[src/hdl/eicfg_pkg.sv]
/*
 * Constants shared by the external interrupt configuration block:
 * register addresses, field layout, reset values and detect kinds.
 * Assumes a 32-bit AHB-Lite bus with word-aligned register accesses.
 */
package eicfg_pkg;
    // ==================================================================
    // register byte addresses
    localparam logic [31:0] CFG_A_ADDR = 32'h40002420;
    localparam logic [31:0] CFG_B_ADDR = 32'h40002424;
    localparam logic [31:0] CFG_C_ADDR = 32'h40002428;
    localparam logic [31:0] CLEAR_ADDR = 32'h40002430;
    localparam logic [31:0] STATUS_ADDR = 32'h40002434;
    localparam logic [31:0] MASK_ADDR = 32'h40002438;

    // ==================================================================
    // reset values and channel layout
    localparam logic [15:0] REG_RESET = 16'h0000;
    localparam int NUM_CHAN = 9;
    localparam logic [8:0] CHAN_PRESENT = 9'h1B7;
    localparam int MODE_LSB = 0;
    localparam int ENABLE_BIT = 3;
    localparam int FIELD_W = 4;

    // ==================================================================
    // detect kinds after alias folding
    typedef enum logic [2:0] {
        EIC_RISE = 3'b000,
        EIC_FALL = 3'b001,
        EIC_BOTH = 3'b010,
        EIC_HIGH = 3'b011,
        EIC_LOW = 3'b100
    } eic_kind_type;

    // ==================================================================
    // detect-select codes
    localparam logic [2:0] SEL_RISE = 3'b000;
    localparam logic [2:0] SEL_FALL = 3'b001;
    localparam logic [2:0] SEL_BOTH = 3'b010;
    localparam logic [2:0] SEL_HIGH = 3'b011;
    localparam logic [2:0] SEL_LOW = 3'b100;
    localparam logic [2:0] SEL_FALL_ALT = 3'b101;
    localparam logic [2:0] SEL_BOTH_ALT = 3'b110;
    localparam logic [2:0] SEL_HIGH_ALT = 3'b111;
endpackage
[src/hdl/eic_config.sv]
/*
 * External interrupt configuration, detection and flag clearing.
 * Assumes one AHB-Lite master with this slave alone on the bus,
 * external pins asynchronous to clk, and clk always running.
 */
// Register access over AHB-Lite is this design's own decision.
module eic_config
    import eicfg_pkg::*;
(
    input wire logic clk,
    input wire logic rst_n,
    input wire logic hsel,
    input wire logic [31:0] haddr,
    input wire logic [1:0] htrans,
    input wire logic hwrite,
    input wire logic [2:0] hsize,
    input wire logic [31:0] hwdata,
    input wire logic hready,
    output logic hreadyout,
    output logic hresp,
    output logic [31:0] hrdata,
    input wire logic [eicfg_pkg::NUM_CHAN-1:0] extPin,
    output logic [eicfg_pkg::NUM_CHAN-1:0] chanIrq,
    output logic wakeReq,
    output logic irq
);
    import eicfg_pkg::*;

    // folds the aliased codes onto the five real detect kinds
    function automatic eic_kind_type kindOf(input logic [2:0] sel);
        eic_kind_type k;
        k = EIC_RISE;
        unique case (sel)
            SEL_RISE: k = EIC_RISE;
            SEL_FALL, SEL_FALL_ALT: k = EIC_FALL;
            SEL_BOTH, SEL_BOTH_ALT: k = EIC_BOTH;
            SEL_HIGH, SEL_HIGH_ALT: k = EIC_HIGH;
            SEL_LOW: k = EIC_LOW;
        endcase
        return k;
    endfunction

    // ==================================================================
    // bus slave
    logic [31:0] addrQ;
    logic wrPend;
    logic rdPend;
    logic rdStage;
    logic [11:0] cfgA;
    logic [15:0] cfgB;
    logic [3:0] cfgC;
    logic [8:0] clearReg;
    logic [8:0] status;
    logic [8:0] mask;
    wire logic accept = hsel & htrans[1] & hready;
    wire logic wrNow = wrPend & hreadyout;
    wire logic wrCfgA = wrNow & (addrQ == CFG_A_ADDR);
    wire logic wrCfgB = wrNow & (addrQ == CFG_B_ADDR);
    wire logic wrCfgC = wrNow & (addrQ == CFG_C_ADDR);
    wire logic wrClear = wrNow & (addrQ == CLEAR_ADDR);
    wire logic wrStatus = wrNow & (addrQ == STATUS_ADDR);
    wire logic wrMask = wrNow & (addrQ == MASK_ADDR);
    wire logic [15:0] cfgARd = {4'h0, cfgA};
    wire logic [15:0] cfgBRd = {cfgB[15:12], 4'h0, cfgB[7:0]};
    wire logic [15:0] cfgCRd = {12'h000, cfgC};
    wire logic [15:0] clearRd = {7'h00, clearReg & CHAN_PRESENT};
    logic [15:0] readMux;

    // reads take one wait state so a read right after a write sees it
    assign hreadyout = ~(rdPend & ~rdStage);
    assign hresp = 1'b0;

    // unmapped addresses read as zero and ignore writes
    always_comb begin
        unique case (addrQ)
            CFG_A_ADDR: readMux = cfgARd;
            CFG_B_ADDR: readMux = cfgBRd;
            CFG_C_ADDR: readMux = cfgCRd;
            CLEAR_ADDR: readMux = clearRd;
            STATUS_ADDR: readMux = {7'h00, status};
            MASK_ADDR: readMux = {7'h00, mask};
            default: readMux = 16'h0000;
        endcase
    end

    // address phase capture and read data stage
    always_ff @(posedge clk or negedge rst_n) begin
        if (!rst_n) begin
            addrQ <= 32'h00000000;
            wrPend <= 1'b0;
            rdPend <= 1'b0;
            rdStage <= 1'b0;
            hrdata <= 32'h00000000;
        end else begin
            rdStage <= rdPend & ~rdStage;
            if (rdPend & ~rdStage) begin
                hrdata <= {16'h0000, readMux};
            end
            if (accept) begin
                addrQ <= haddr;
                wrPend <= hwrite;
                rdPend <= ~hwrite;
            end else if (hreadyout) begin
                wrPend <= 1'b0;
                rdPend <= 1'b0;
            end
        end
    end

    // ==================================================================
    // configuration and clear registers
    always_ff @(posedge clk or negedge rst_n) begin
        if (!rst_n) begin
            cfgA <= REG_RESET[11:0];
            cfgB <= REG_RESET;
            cfgC <= REG_RESET[3:0];
            clearReg <= REG_RESET[8:0];
            mask <= REG_RESET[8:0];
        end else begin
            if (wrCfgA) begin
                cfgA <= hwdata[11:0];
            end
            if (wrCfgB) begin
                cfgB <= {hwdata[15:12], 4'h0, hwdata[7:0]};
            end
            if (wrCfgC) begin
                cfgC <= hwdata[3:0];
            end
            // a clear bit lives for one cycle only, so software never writes 0
            clearReg <= wrClear ? (hwdata[8:0] & CHAN_PRESENT) : 9'h000;
            if (wrMask) begin
                mask <= hwdata[8:0] & CHAN_PRESENT;
            end
        end
    end

    // per-channel view of the packed fields; absent channels stay zero
    logic [3:0] chanCfg [NUM_CHAN];
    assign chanCfg[0] = cfgA[3:0];
    assign chanCfg[1] = cfgA[7:4];
    assign chanCfg[2] = cfgA[11:8];
    assign chanCfg[3] = 4'h0;
    assign chanCfg[4] = cfgB[3:0];
    assign chanCfg[5] = cfgB[7:4];
    assign chanCfg[6] = 4'h0;
    assign chanCfg[7] = cfgB[15:12];
    assign chanCfg[8] = cfgC;

    // ==================================================================
    // pin synchronisers and detection, on the always-on clock
    logic [8:0] syncA;
    logic [8:0] syncB;
    logic [8:0] prev;
    logic [8:0] event_;
    logic [8:0] next_chanIrq;

    always_ff @(posedge clk or negedge rst_n) begin
        if (!rst_n) begin
            syncA <= 9'h000;
            syncB <= 9'h000;
            prev <= 9'h000;
        end else begin
            syncA <= extPin;
            syncB <= syncA;
            prev <= syncB;
        end
    end

    genvar i;
    generate
        for (i = 0; i < NUM_CHAN; i++) begin : g_chan
            eic_kind_type kind;
            logic rise;
            logic fall;
            logic hit;
            assign kind = kindOf(chanCfg[i][MODE_LSB +: 3]);
            assign rise = syncB[i] & ~prev[i];
            assign fall = ~syncB[i] & prev[i];
            // edges give a single-cycle hit, levels hit every cycle they last
            assign hit = ((kind == EIC_RISE) & rise) | ((kind == EIC_FALL) & fall)
                | ((kind == EIC_BOTH) & (rise | fall))
                | ((kind == EIC_HIGH) & syncB[i]) | ((kind == EIC_LOW) & ~syncB[i]);
            assign event_[i] = CHAN_PRESENT[i] & chanCfg[i][ENABLE_BIT] & hit;
        end
    endgenerate

    assign next_chanIrq = event_;

    // request lines to the core interrupt controller, plus sticky flags
    always_ff @(posedge clk or negedge rst_n) begin
        if (!rst_n) begin
            chanIrq <= 9'h000;
            status <= 9'h000;
        end else begin
            chanIrq <= next_chanIrq;
            // a new event wins over a clear in the same cycle
            status <= event_ | (status & ~clearReg
                & ~(wrStatus ? hwdata[8:0] : 9'h000));
        end
    end

    // level outputs; the flags keep their state with no bus activity
    assign irq = |(status & mask);
    assign wakeReq = |status;
endmodule

[config.mk]
export PLATFORM = sky130hd
export DESIGN_NAME = eic_config
export DESIGN_NICKNAME = d
export VERILOG_FILES = /design/src/hdl/eicfg_pkg.sv /design/src/hdl/eic_config.sv
export SDC_FILE = /design/constraint.sdc
export NUM_CORES = 1
export LEC_CHECK = 0
export BUFFER_PORTS_ARGS = -buffer_cell sky130_fd_sc_hd__buf_4
export CAP_MARGIN = 25
export CORE_MARGIN = 3
export CORE_UTILIZATION = 54
export CTS_CLUSTER_SIZE = 24
export DETAILED_ROUTE_END_ITERATION = 12
export GPL_TIMING_DRIVEN = 0
export PLACE_DENSITY = 0.88
export SETUP_SLACK_MARGIN = 0.5
export SYNTH_ARGS = -nofsm -noshare
export SYNTH_HDL_FRONTEND = slang
export SYNTH_SLANG_ARGS = --single-unit
[constraint.sdc]
create_clock -name clk -period 2.7 [get_ports clk]
set_clock_uncertainty 0.15 [all_clocks]
set_input_delay 0.135 -clock clk [delete_from_list [all_inputs] [get_ports clk]]
set_output_delay 0.135 -clock clk [all_outputs]
set_load 0.05 [all_outputs]
======== Word-level counts from Yosys, hierarchy flattened ========
Memories as Yosys holds them, arrays and structs flattened.
Index checks and enable logic that the tools add are counted.
word-level totals
  output and inout bits ................... 45
  input bits .............................. 83
  word-level logic and storage cells ...... 196
  memories ................................ 7
  bits in read-only memories .............. 168
  flip-flop bits (word level) ............. 138
memories
  name             depth  width  read ports  clocked after memory_dff  write ports  line              RTL
  (no name shown)  8      3      1           0                         0            eic_config.sv:33  unique case (sel)
  (no name shown)  8      3      1           0                         0            eic_config.sv:33
  (no name shown)  8      3      1           0                         0            eic_config.sv:33
  (no name shown)  8      3      1           0                         0            eic_config.sv:33
  (no name shown)  8      3      1           0                         0            eic_config.sv:33
  (no name shown)  8      3      1           0                         0            eic_config.sv:33
  +1 memories      n/a    n/a    n/a         n/a                       n/a          n/a
operators by class
  reduce and logical (&&, ||, !) cells .... 9
  eq/ne operators ......................... 35
  bitwise logic cells ..................... 124
  mux-type cells .......................... 6
operator list
  cell                  count
  $eq 32x31->1 const B  6
  $pmux 16 s6           1
  $and 1x1->1           66
  $eq 3x2->1 const B    14
  $or 1x1->1            35
  $and 9x9->9           3
  $eq 3x1->1 const B    7
  $eq 3x3->1 const B    7
  $logic_not 3->1       7
  $mux 9                2
  $not 9->9             2
  $reduce_or 9->1       2
  $not 1->1             17
  $or 9x9->9            1
  $mux 1                3
  $ne 2x2->1 const B    1

======== Longest topological paths before layout ========
Gate-level depths: netlist (run 1).
  depth in word-level cells ............... 9
  depth in mapped cells ................... 8
  depth with buffers taken out ............ 6

======== Least setup slack after synthesis (run 1) ========
No wires, ideal clock.
  path type ............................... register -> register
  from .................................... register addrQ[1]
  to ...................................... register cfgA[10]
  data required time ...................... 2.425 ns
  path buffers ............................ 1
  arrival time ............................ 1.832 ns
  cell stages (with the launch flop) ...... 6
  library setup time ...................... 0.125 ns
  slack ................................... 0.593 ns
  period minus slack after synthesis ...... 2.107 ns
  cells stage by stage .................... dfrtp_1 or3b_4 nor4b_4 nand4_4 buf_6 mux2_4
on the way
  longest elaborated chain between the ends .. 2
RTL lines
  element                 line               RTL
  start, declared         eic_config.sv:45   logic [31:0] addrQ;
  start signal, assigned  eic_config.sv:100  addrQ <= haddr;
  $eq 32x31->1            eic_config.sv:57   wire logic wrCfgA = wrNow & (addrQ == CFG_A_ADDR);
  $and 1x1->1             eic_config.sv:57
  end signal, assigned    eic_config.sv:114  cfgA <= REG_RESET[11:0];
  end signal, assigned    eic_config.sv:121  cfgA <= hwdata[11:0];
  end, declared           eic_config.sv:49   logic [11:0] cfgA;
No other way between the ends.
A chain may end at the register's enable or synchronous reset.

======== Worst setup path after layout (run 1) ========
  from .................................... register addrQ[18]
  to ...................................... register cfgA[8]
Same word-level chain as after synthesis.

==> results of run 1 <==
cell type report:
| type | instances | area, um^2 | share of cell area |
|---|---|---|---|
| Antenna cell | 1 | 2.50 | 0.000304 |
| Clock inverter | 14 | 213 | 0.0259 |
| Inverter | 21 | 78.8 | 0.00958 |
| Tap cell | 136 | 170 | 0.0207 |
| Buffer | 37 | 260 | 0.0316 |
| Clock buffer | 18 | 418 | 0.0508 |
| Timing Repair Buffer | 151 | 1320 | 0.160 |
| Multi-Input combinational cell | 295 | 2520 | 0.306 |
| Sequential cell | 130 | 3250 | 0.395 |
per-stage QoR:
stage / utilization / hold slack, ns / setup slack, ns / std cells / total power, mW
floorplan: - / -0.311 / 0.593 / 483 / 2.82
global placement: 0.649 / 0.0943 / 0.0593 / 705 / 3.09
detailed placement: 0.652 / -0.0724 / 0.0358 / 706 / 3.15
CTS: 0.781 / 0.0829 / 0.504 / 802 / 5.70
global route: 0.786 / 0.0994 / 0.419 / 803 / 5.96
finish: 0.786 / 0.106 / 0.423 / 803 / 5.80
placed cells by master (no fill, tap or decap), types with 3 or more instances in the layout:
cell	count
or3_1	3
a21oi_1	6
ha_1	14
a211oi_1	5
dfrtp_1	130
mux2_2	65
mux4_2	4
nor2b_1	3
nor2_1	10
nand3_1	13
o2bb2ai_1	9
nor4_1	8
conb_1	19
nand2b_1	8
o21ai_0	15
inv_1	21
nand2_1	29
and3_1	4
a221oi_1	6
nor4b_4	4
clkinv_2	4
o21bai_1	3
clkbuf_1	5
clkinv_4	4
nand4_1	3
dlygate4sd3_1	58
o311a_1	3
a22o_1	4
clkbuf_16	16
and2_1	15
clkbuf_4	3
a22oi_1	5
buf_2	4
o211ai_1	3
mux2i_1	5
mux2_4	10
buf_4	111
bufinv_16	5
synth_stat cells, drive strengths merged (4+ instances only):
library cell,instances
o2bb2ai,9
nor4,12
a21oi,6
a211oi,6
nor4b,4
mux2,75
ha,14
nand3,13
clkbuf,9
nand4,5
a22oi,5
a221oi,6
dfrtp,130
buf,28
mux2i,5
and3,4
nand2,29
o21ai,15
and2,15
a22o,4
nand2b,8
inv,21
mux4,4
nor2,10
flip-flops by register name, summed over array words and instances, names as in the netlist:
register  count
rdStage       1
clearReg      7
hrdata       16
wrPend        1
prev          7
syncB         7
rdPend        1
mask          7
cfgC          4
status        9
cfgB         12
chanIrq       7
syncA         7
cfgA         12
addrQ        32
how the worst min path moves through the flow:
stage / startpoint / endpoint / cells after the start
6_report: extPin[8] / syncA[8] / 2
5_1_grt: extPin[1] / syncA[1] / 2
4_1_cts: extPin[0] / syncA[0] / 2
3_5_place_dp: rst_n / syncA[8] / 1
3_3_place_gp: extPin[4] / syncA[4] / 1
2_1_floorplan: rst_n / addrQ[0] / 0
layer usage:
metal,part of all wire,wire length [um],GRT usage,vias to the layer above
met2,0.49,8520,0.478,358
met1,0.37,6290,0.339,2357
met3,0.082,1420,0.0734,108
li1,-,-,-,2024
met5,0,0,0,-
met4,0.058,999,0.155,0
power by group through the flow:
stage / combinational, mW / sequential (mW) / clock (mW)
4_1_cts: 0.986 / 2.26 / 2.46
3_3_place_gp: 0.843 / 2.25 / 0
3_5_place_dp: 0.880 / 2.27 / 0
5_1_grt: 1.10 / 2.30 / 2.56
2_1_floorplan: 0.481 / 2.34 / 0
6_report: 1.04 / 2.28 / 2.47
worst max-delay path, stage by stage, from the launching register on:
cell and delay, ns:
dfrtp_1 0.41, nor4_4 0.43, and2_1 0.22, buf_2 0.24, nand4_4 0.19, buf_12 0.21
mux2_4 0.31
what timing repair did:
item,4_1_cts,5_1_grt
hold endpoints to repair,222,0
resized for setup,17,22
hold buffers,59,0
setup buffers,5,0
setup endpoints to repair,67,49
pin swaps,3,4
cells by family (layout without fill, tap and decap cells):
family | count (synthesis) | in the layout | synth area share
adders and majority gates | 14 | 14 | 0.0297
muxes | 84 | 84 | 0.173
other | 1 | 20 | 0.000635
DFF | 130 | 130 | 0.551
buffers and inverters | 58 | 241 | 0.0511
and+or+nand+nor | 114 | 114 | 0.116
AOI/OAI and AO/OA | 64 | 64 | 0.0788
==> flow_summary.json, run 1 <==
{
  "status": "completed",
  "worstSetupEndpoint": "cfgA[8]",
  "cts-buffers-inserted": 17,
  "synth_edf_count": 0,
  "antenna_found_initial": 1,
  "min_period_ns": 2.28,
  "postSynthAreaPerCell_um2": 12.7,
  "clkPwrFrac": 0.426,
  "drtPass1Iterations": 9,
  "power_frac_comb": 0.180,
  "clock.fmax_ghz": 0.439,
  "tns_ns": 0,
  "drt_iter0_drc": 604,
  "r2r-start": "addrQ[18]",
  "root_buffer": "clkbuf_8",
  "final_hold_viol_count": 0,
  "n_fill_cell": 522,
  "antenna_left": 0,
  "setup_viol": 0,
  "p_sw_mw": 1.63,
  "synth-seq-cells": 130,
  "worstSkewPairLatency_ns": 0.53,
  "num_rows": 37,
  "drc": 0,
  "place.gp.congestion": 0.935,
  "internal_power_mw": 4.16,
  "power.density_nw_per_um2": 704,
  "post-route-period-util": 0.843,
  "cp.required_ns": 2.96,
  "cp-end-kind": "flop",
  "hold_class": "in -> reg",
  "syn_inst": 465,
  "die-height_um": 111,
  "routed_via_density": 6.04,
  "drive_gt1_frac": 0.375,
  "cp.arrival_ns": 2.54,
  "cts_sinks": 130,
  "core_area_um2": 10500,
  "power_leakage_nw": 3.87,
  "overflow": 0,
  "timing.final.max_slew_violations": 0,
  "synthFlopType": "dfrtp_1",
  "r2r_end": "cfgA[8]",
  "yosysTopAreaCell": "dfrtp_1",
  "yosysSeqAreaShare": 0.551,
  "grt_pass1_vias": 5127,
  "synth_cell_type_count": 47,
  "switching_share": 0.282,
  "via_count": 4847,
  "wirelength_um": 17200,
  "portBuffers": 86,
  "startpoint_type": "flop",
  "nets": 750,
  "pin_count": 128,
  "startpoint": "addrQ[18]",
  "netlist.area_leader.share": 0.551,
  "htreeDepth": 4,
  "crit_fanout": 10,
  "seqPwrFrac": 0.394,
  "start_util": 0.564,
  "wl_per_cell_um": 21.5,
  "cts.clk_slew.worst_paths_ns": 0.06,
  "syn_area_um2": 5900,
  "place_area_um2": 6820,
  "die_area_um2": 12200,
  "area_growth_pct": 39.4,
  "rsz0062_at_grt": "no",
  "fin_area_um2": 8230,
  "yosys-top-cells-area": "dfrtp_1 55%, mux2_2 12%, ha_1 3.0%",
  "cts_tree": "done",
  "criticalPathCategory": "reg -> reg",
  "tightestPinTransition_ns": 0.796,
  "max-vdd-ir-drop_v": 0.000401,
  "max_cap_violations": 0,
  "r2r_slack_ns": 0.42,
  "dp_hpwl_um": 9890,
  "ctsLongestPathBuffers": 2,
  "grt_pass1_wl_um": 27300,
  "async_flop_share": 1.00,
  "r2r_cells": 6,
  "slew_headroom": 0.464,
  "dieWidth_um": 111,
  "ys.warnings.count": 0,
  "grt_max_degree": 89,
  "grt.total_usage": 0.286
}
Note: power is estimated with default switching activity, not from simulation.
==> run 2: changes to the inputs <==
--- a/config.mk
+++ b/config.mk
@@ -8,11 +8,11 @@
 export BUFFER_PORTS_ARGS = -buffer_cell sky130_fd_sc_hd__buf_4
 export CAP_MARGIN = 25
 export CORE_MARGIN = 3
-export CORE_UTILIZATION = 54
+export CORE_UTILIZATION = 49
 export CTS_CLUSTER_SIZE = 24
 export DETAILED_ROUTE_END_ITERATION = 12
 export GPL_TIMING_DRIVEN = 0
-export PLACE_DENSITY = 0.88
+export PLACE_DENSITY = 0.85
 export SETUP_SLACK_MARGIN = 0.5
 export SYNTH_ARGS = -nofsm -noshare
 export SYNTH_HDL_FRONTEND = slang
==> constraint.sdc (replaced) <==
create_clock -name clk -period 2 [get_ports clk]
set_clock_uncertainty 0.15 [all_clocks]
set_input_delay 0.1 -clock clk [delete_from_list [all_inputs] [get_ports clk]]
set_output_delay 0.1 -clock clk [all_outputs]
set_load 0.05 [all_outputs]
==> flow_summary.json, run 2 (same netlist as run 1, synthesis figures left out) <==
{
  "power.density_nw_per_um2": 927,
  "start_util": 0.508,
  "area_growth_pct": 53.1,
  "stdcell_count": 845,
  "cts-buffers-inserted": 17,
  "nets": 785,
  "drc": 0,
  "timing.final.max_slew_violations": 0,
  "ctsLongestPathBuffers": 2,
  "core_area_um2": 11600,
  "place.gp.congestion": 0.853,
  "crit_fanout": 10,
  "cp.arrival_ns": 2.38,
  "tightestPinTransition_ns": 0.613,
  "mostFrequentLayoutCell": "buf_4",
  "cp.required_ns": 2.16,
  "wl_per_cell_um": 24.9,
  "multi_input_area_um2": 2880,
  "portBuffers": 86,
  "die-height_um": 116,
  "power_leakage_nw": 4.26,
  "cp-end-kind": "flop",
  "grt.total_usage": 0.303,
  "slew_headroom": 0.591,
  "criticalPathCategory": "reg -> reg",
  "die_area_um2": 13400,
  "pin_count": 128,
  "regArea_um2": 3260,
  "dpl.cell_count": 713,
  "antenna_found_initial": 1,
  "drive_gt1_frac": 0.492,
  "post-route-period-util": 1.11,
  "final_cell_mix": "129 x buf_4, 124 x dfrtp_1, 61 x mux2_2, 57 x dlygate4sd3_1, 28 x nand2_1",
  "drt_iter0_drc": 689,
  "regMostFlops": "addrQ",
  "grt_pass1_vias": 5419,
  "final_hold_viol_count": 0,
  "startpoint_type": "flop",
  "tns_ns": -8.06,
  "failed_checks": "setup timing",
  "via_count": 5178,
  "cts_sinks": 130,
  "dieWidth_um": 116,
  "grt_max_degree": 85,
  "max_cap_violations": 0,
  "cts.clk_slew.worst_paths_ns": 0.06,
  "clock.fmax_ghz": 0.450,
  "htreeDepth": 4,
  "largest_reg_flops": 32,
  "min_period_ns": 2.22,
  "overflow": 0,
  "max-vdd-ir-drop_v": 0.000595,
  "wirelength_um": 21100,
  "fin_ws_ns": -0.222,
  "drtPass1Iterations": 5,
  "finalHoldWorstSlack_ns": 0.0419,
  "cts_tree": "done",
  "rsz0062_at_grt": "yes",
  "num_rows": 39,
  "antenna_left": 0,
  "worstSkewPairLatency_ns": 0.43,
  "root_buffer": "clkbuf_16",
  "grt_pass1_wl_um": 30200,
  "status": "finished with violations",
  "n_fill_cell": 571,
  "setup_viol": 66,
  "routed_via_density": 6.13,
  "hold_class": "in -> async",
  "dp_hpwl_um": 10100,
  "reg_top3": "addrQ: 32 flops, hrdata: 16 flops"
}
## run 2: cell count changes in the layout (fill, tap and decap cells not counted), sizes merged
cell,delta
clkinv,-4
clkinvlp,+1
inv,-1
buf,+39
dlygate4sd3,-1
bufinv,+1
## run 2: path summary, 6_finish.rpt
check,to,slack [ns],start,depth (start not counted)
worst max-delay path,cfgA[6],-0.22,addrQ[4],6
worst min-delay path,addrQ[8],0.04,rst_n,2
worst max register to register,cfgA[6],-0.22,addrQ[4],6
max in group asynchronous,status[4],0.85,rst_n,3
min in group clk,syncA[5],0.17,extPin[5],2
worst min register to register,syncB[1],0.20,syncA[1],0
## run 2: stage by stage
stage	utilization	instance area (um^2)	power [mW]	setup WS [ns]
after floorplan	-	6070	3.85	-0.103
after global placement	0.594	6890	4.23	-0.393
after detailed placement	0.596	6930	4.29	-0.463
after CTS	0.749	8700	8.02	-0.140
after global routing	0.778	9040	8.58	-0.230
final	0.778	9040	8.38	-0.222
## run 2: layout make-up
cell class,count,area share
diodes,1,0.000277
well taps,143,0.0198
flip-flops and latches,130,0.361
plain buffers,37,0.0349
inverters,21,0.00941
clock buffers,21,0.0498
multi-input cells,295,0.319
repair buffers,186,0.184
clock inverters,11,0.0230
## run 2: repair_timing
action	4_1_cts	5_1_grt
gates resized for setup	83	55
pin swaps	20	28
endpoints found under the setup margin	76	79
endpoints found under the hold margin	222	0
hold buffers	57	0
setup buffers	27	15
cloned	0	0
## run 2: metal layers
metal  part of all wire  wire [um]  global-route usage
met1               0.35       7430               0.355
met3              0.091       1910              0.0997
met2               0.49      10300               0.484
met5                  0          0                   0
met4              0.066       1380               0.185
## run 2: power by group
group | switching [mW] | leakage, nW | internal (mW)
clock | 1.25 | 0.321 | 2.36
combinational | 0.924 | 2.38 | 0.744
sequential | 0.239 | 1.57 | 2.86
## run 2: critical path: stages (launching register included)
cell	delay [ns]
dfrtp_1	0.37
clkbuf_2	0.24
inv_1	0.29
and3_2	0.36
nand4_4	0.16
buf_12	0.20
mux2_4	0.30
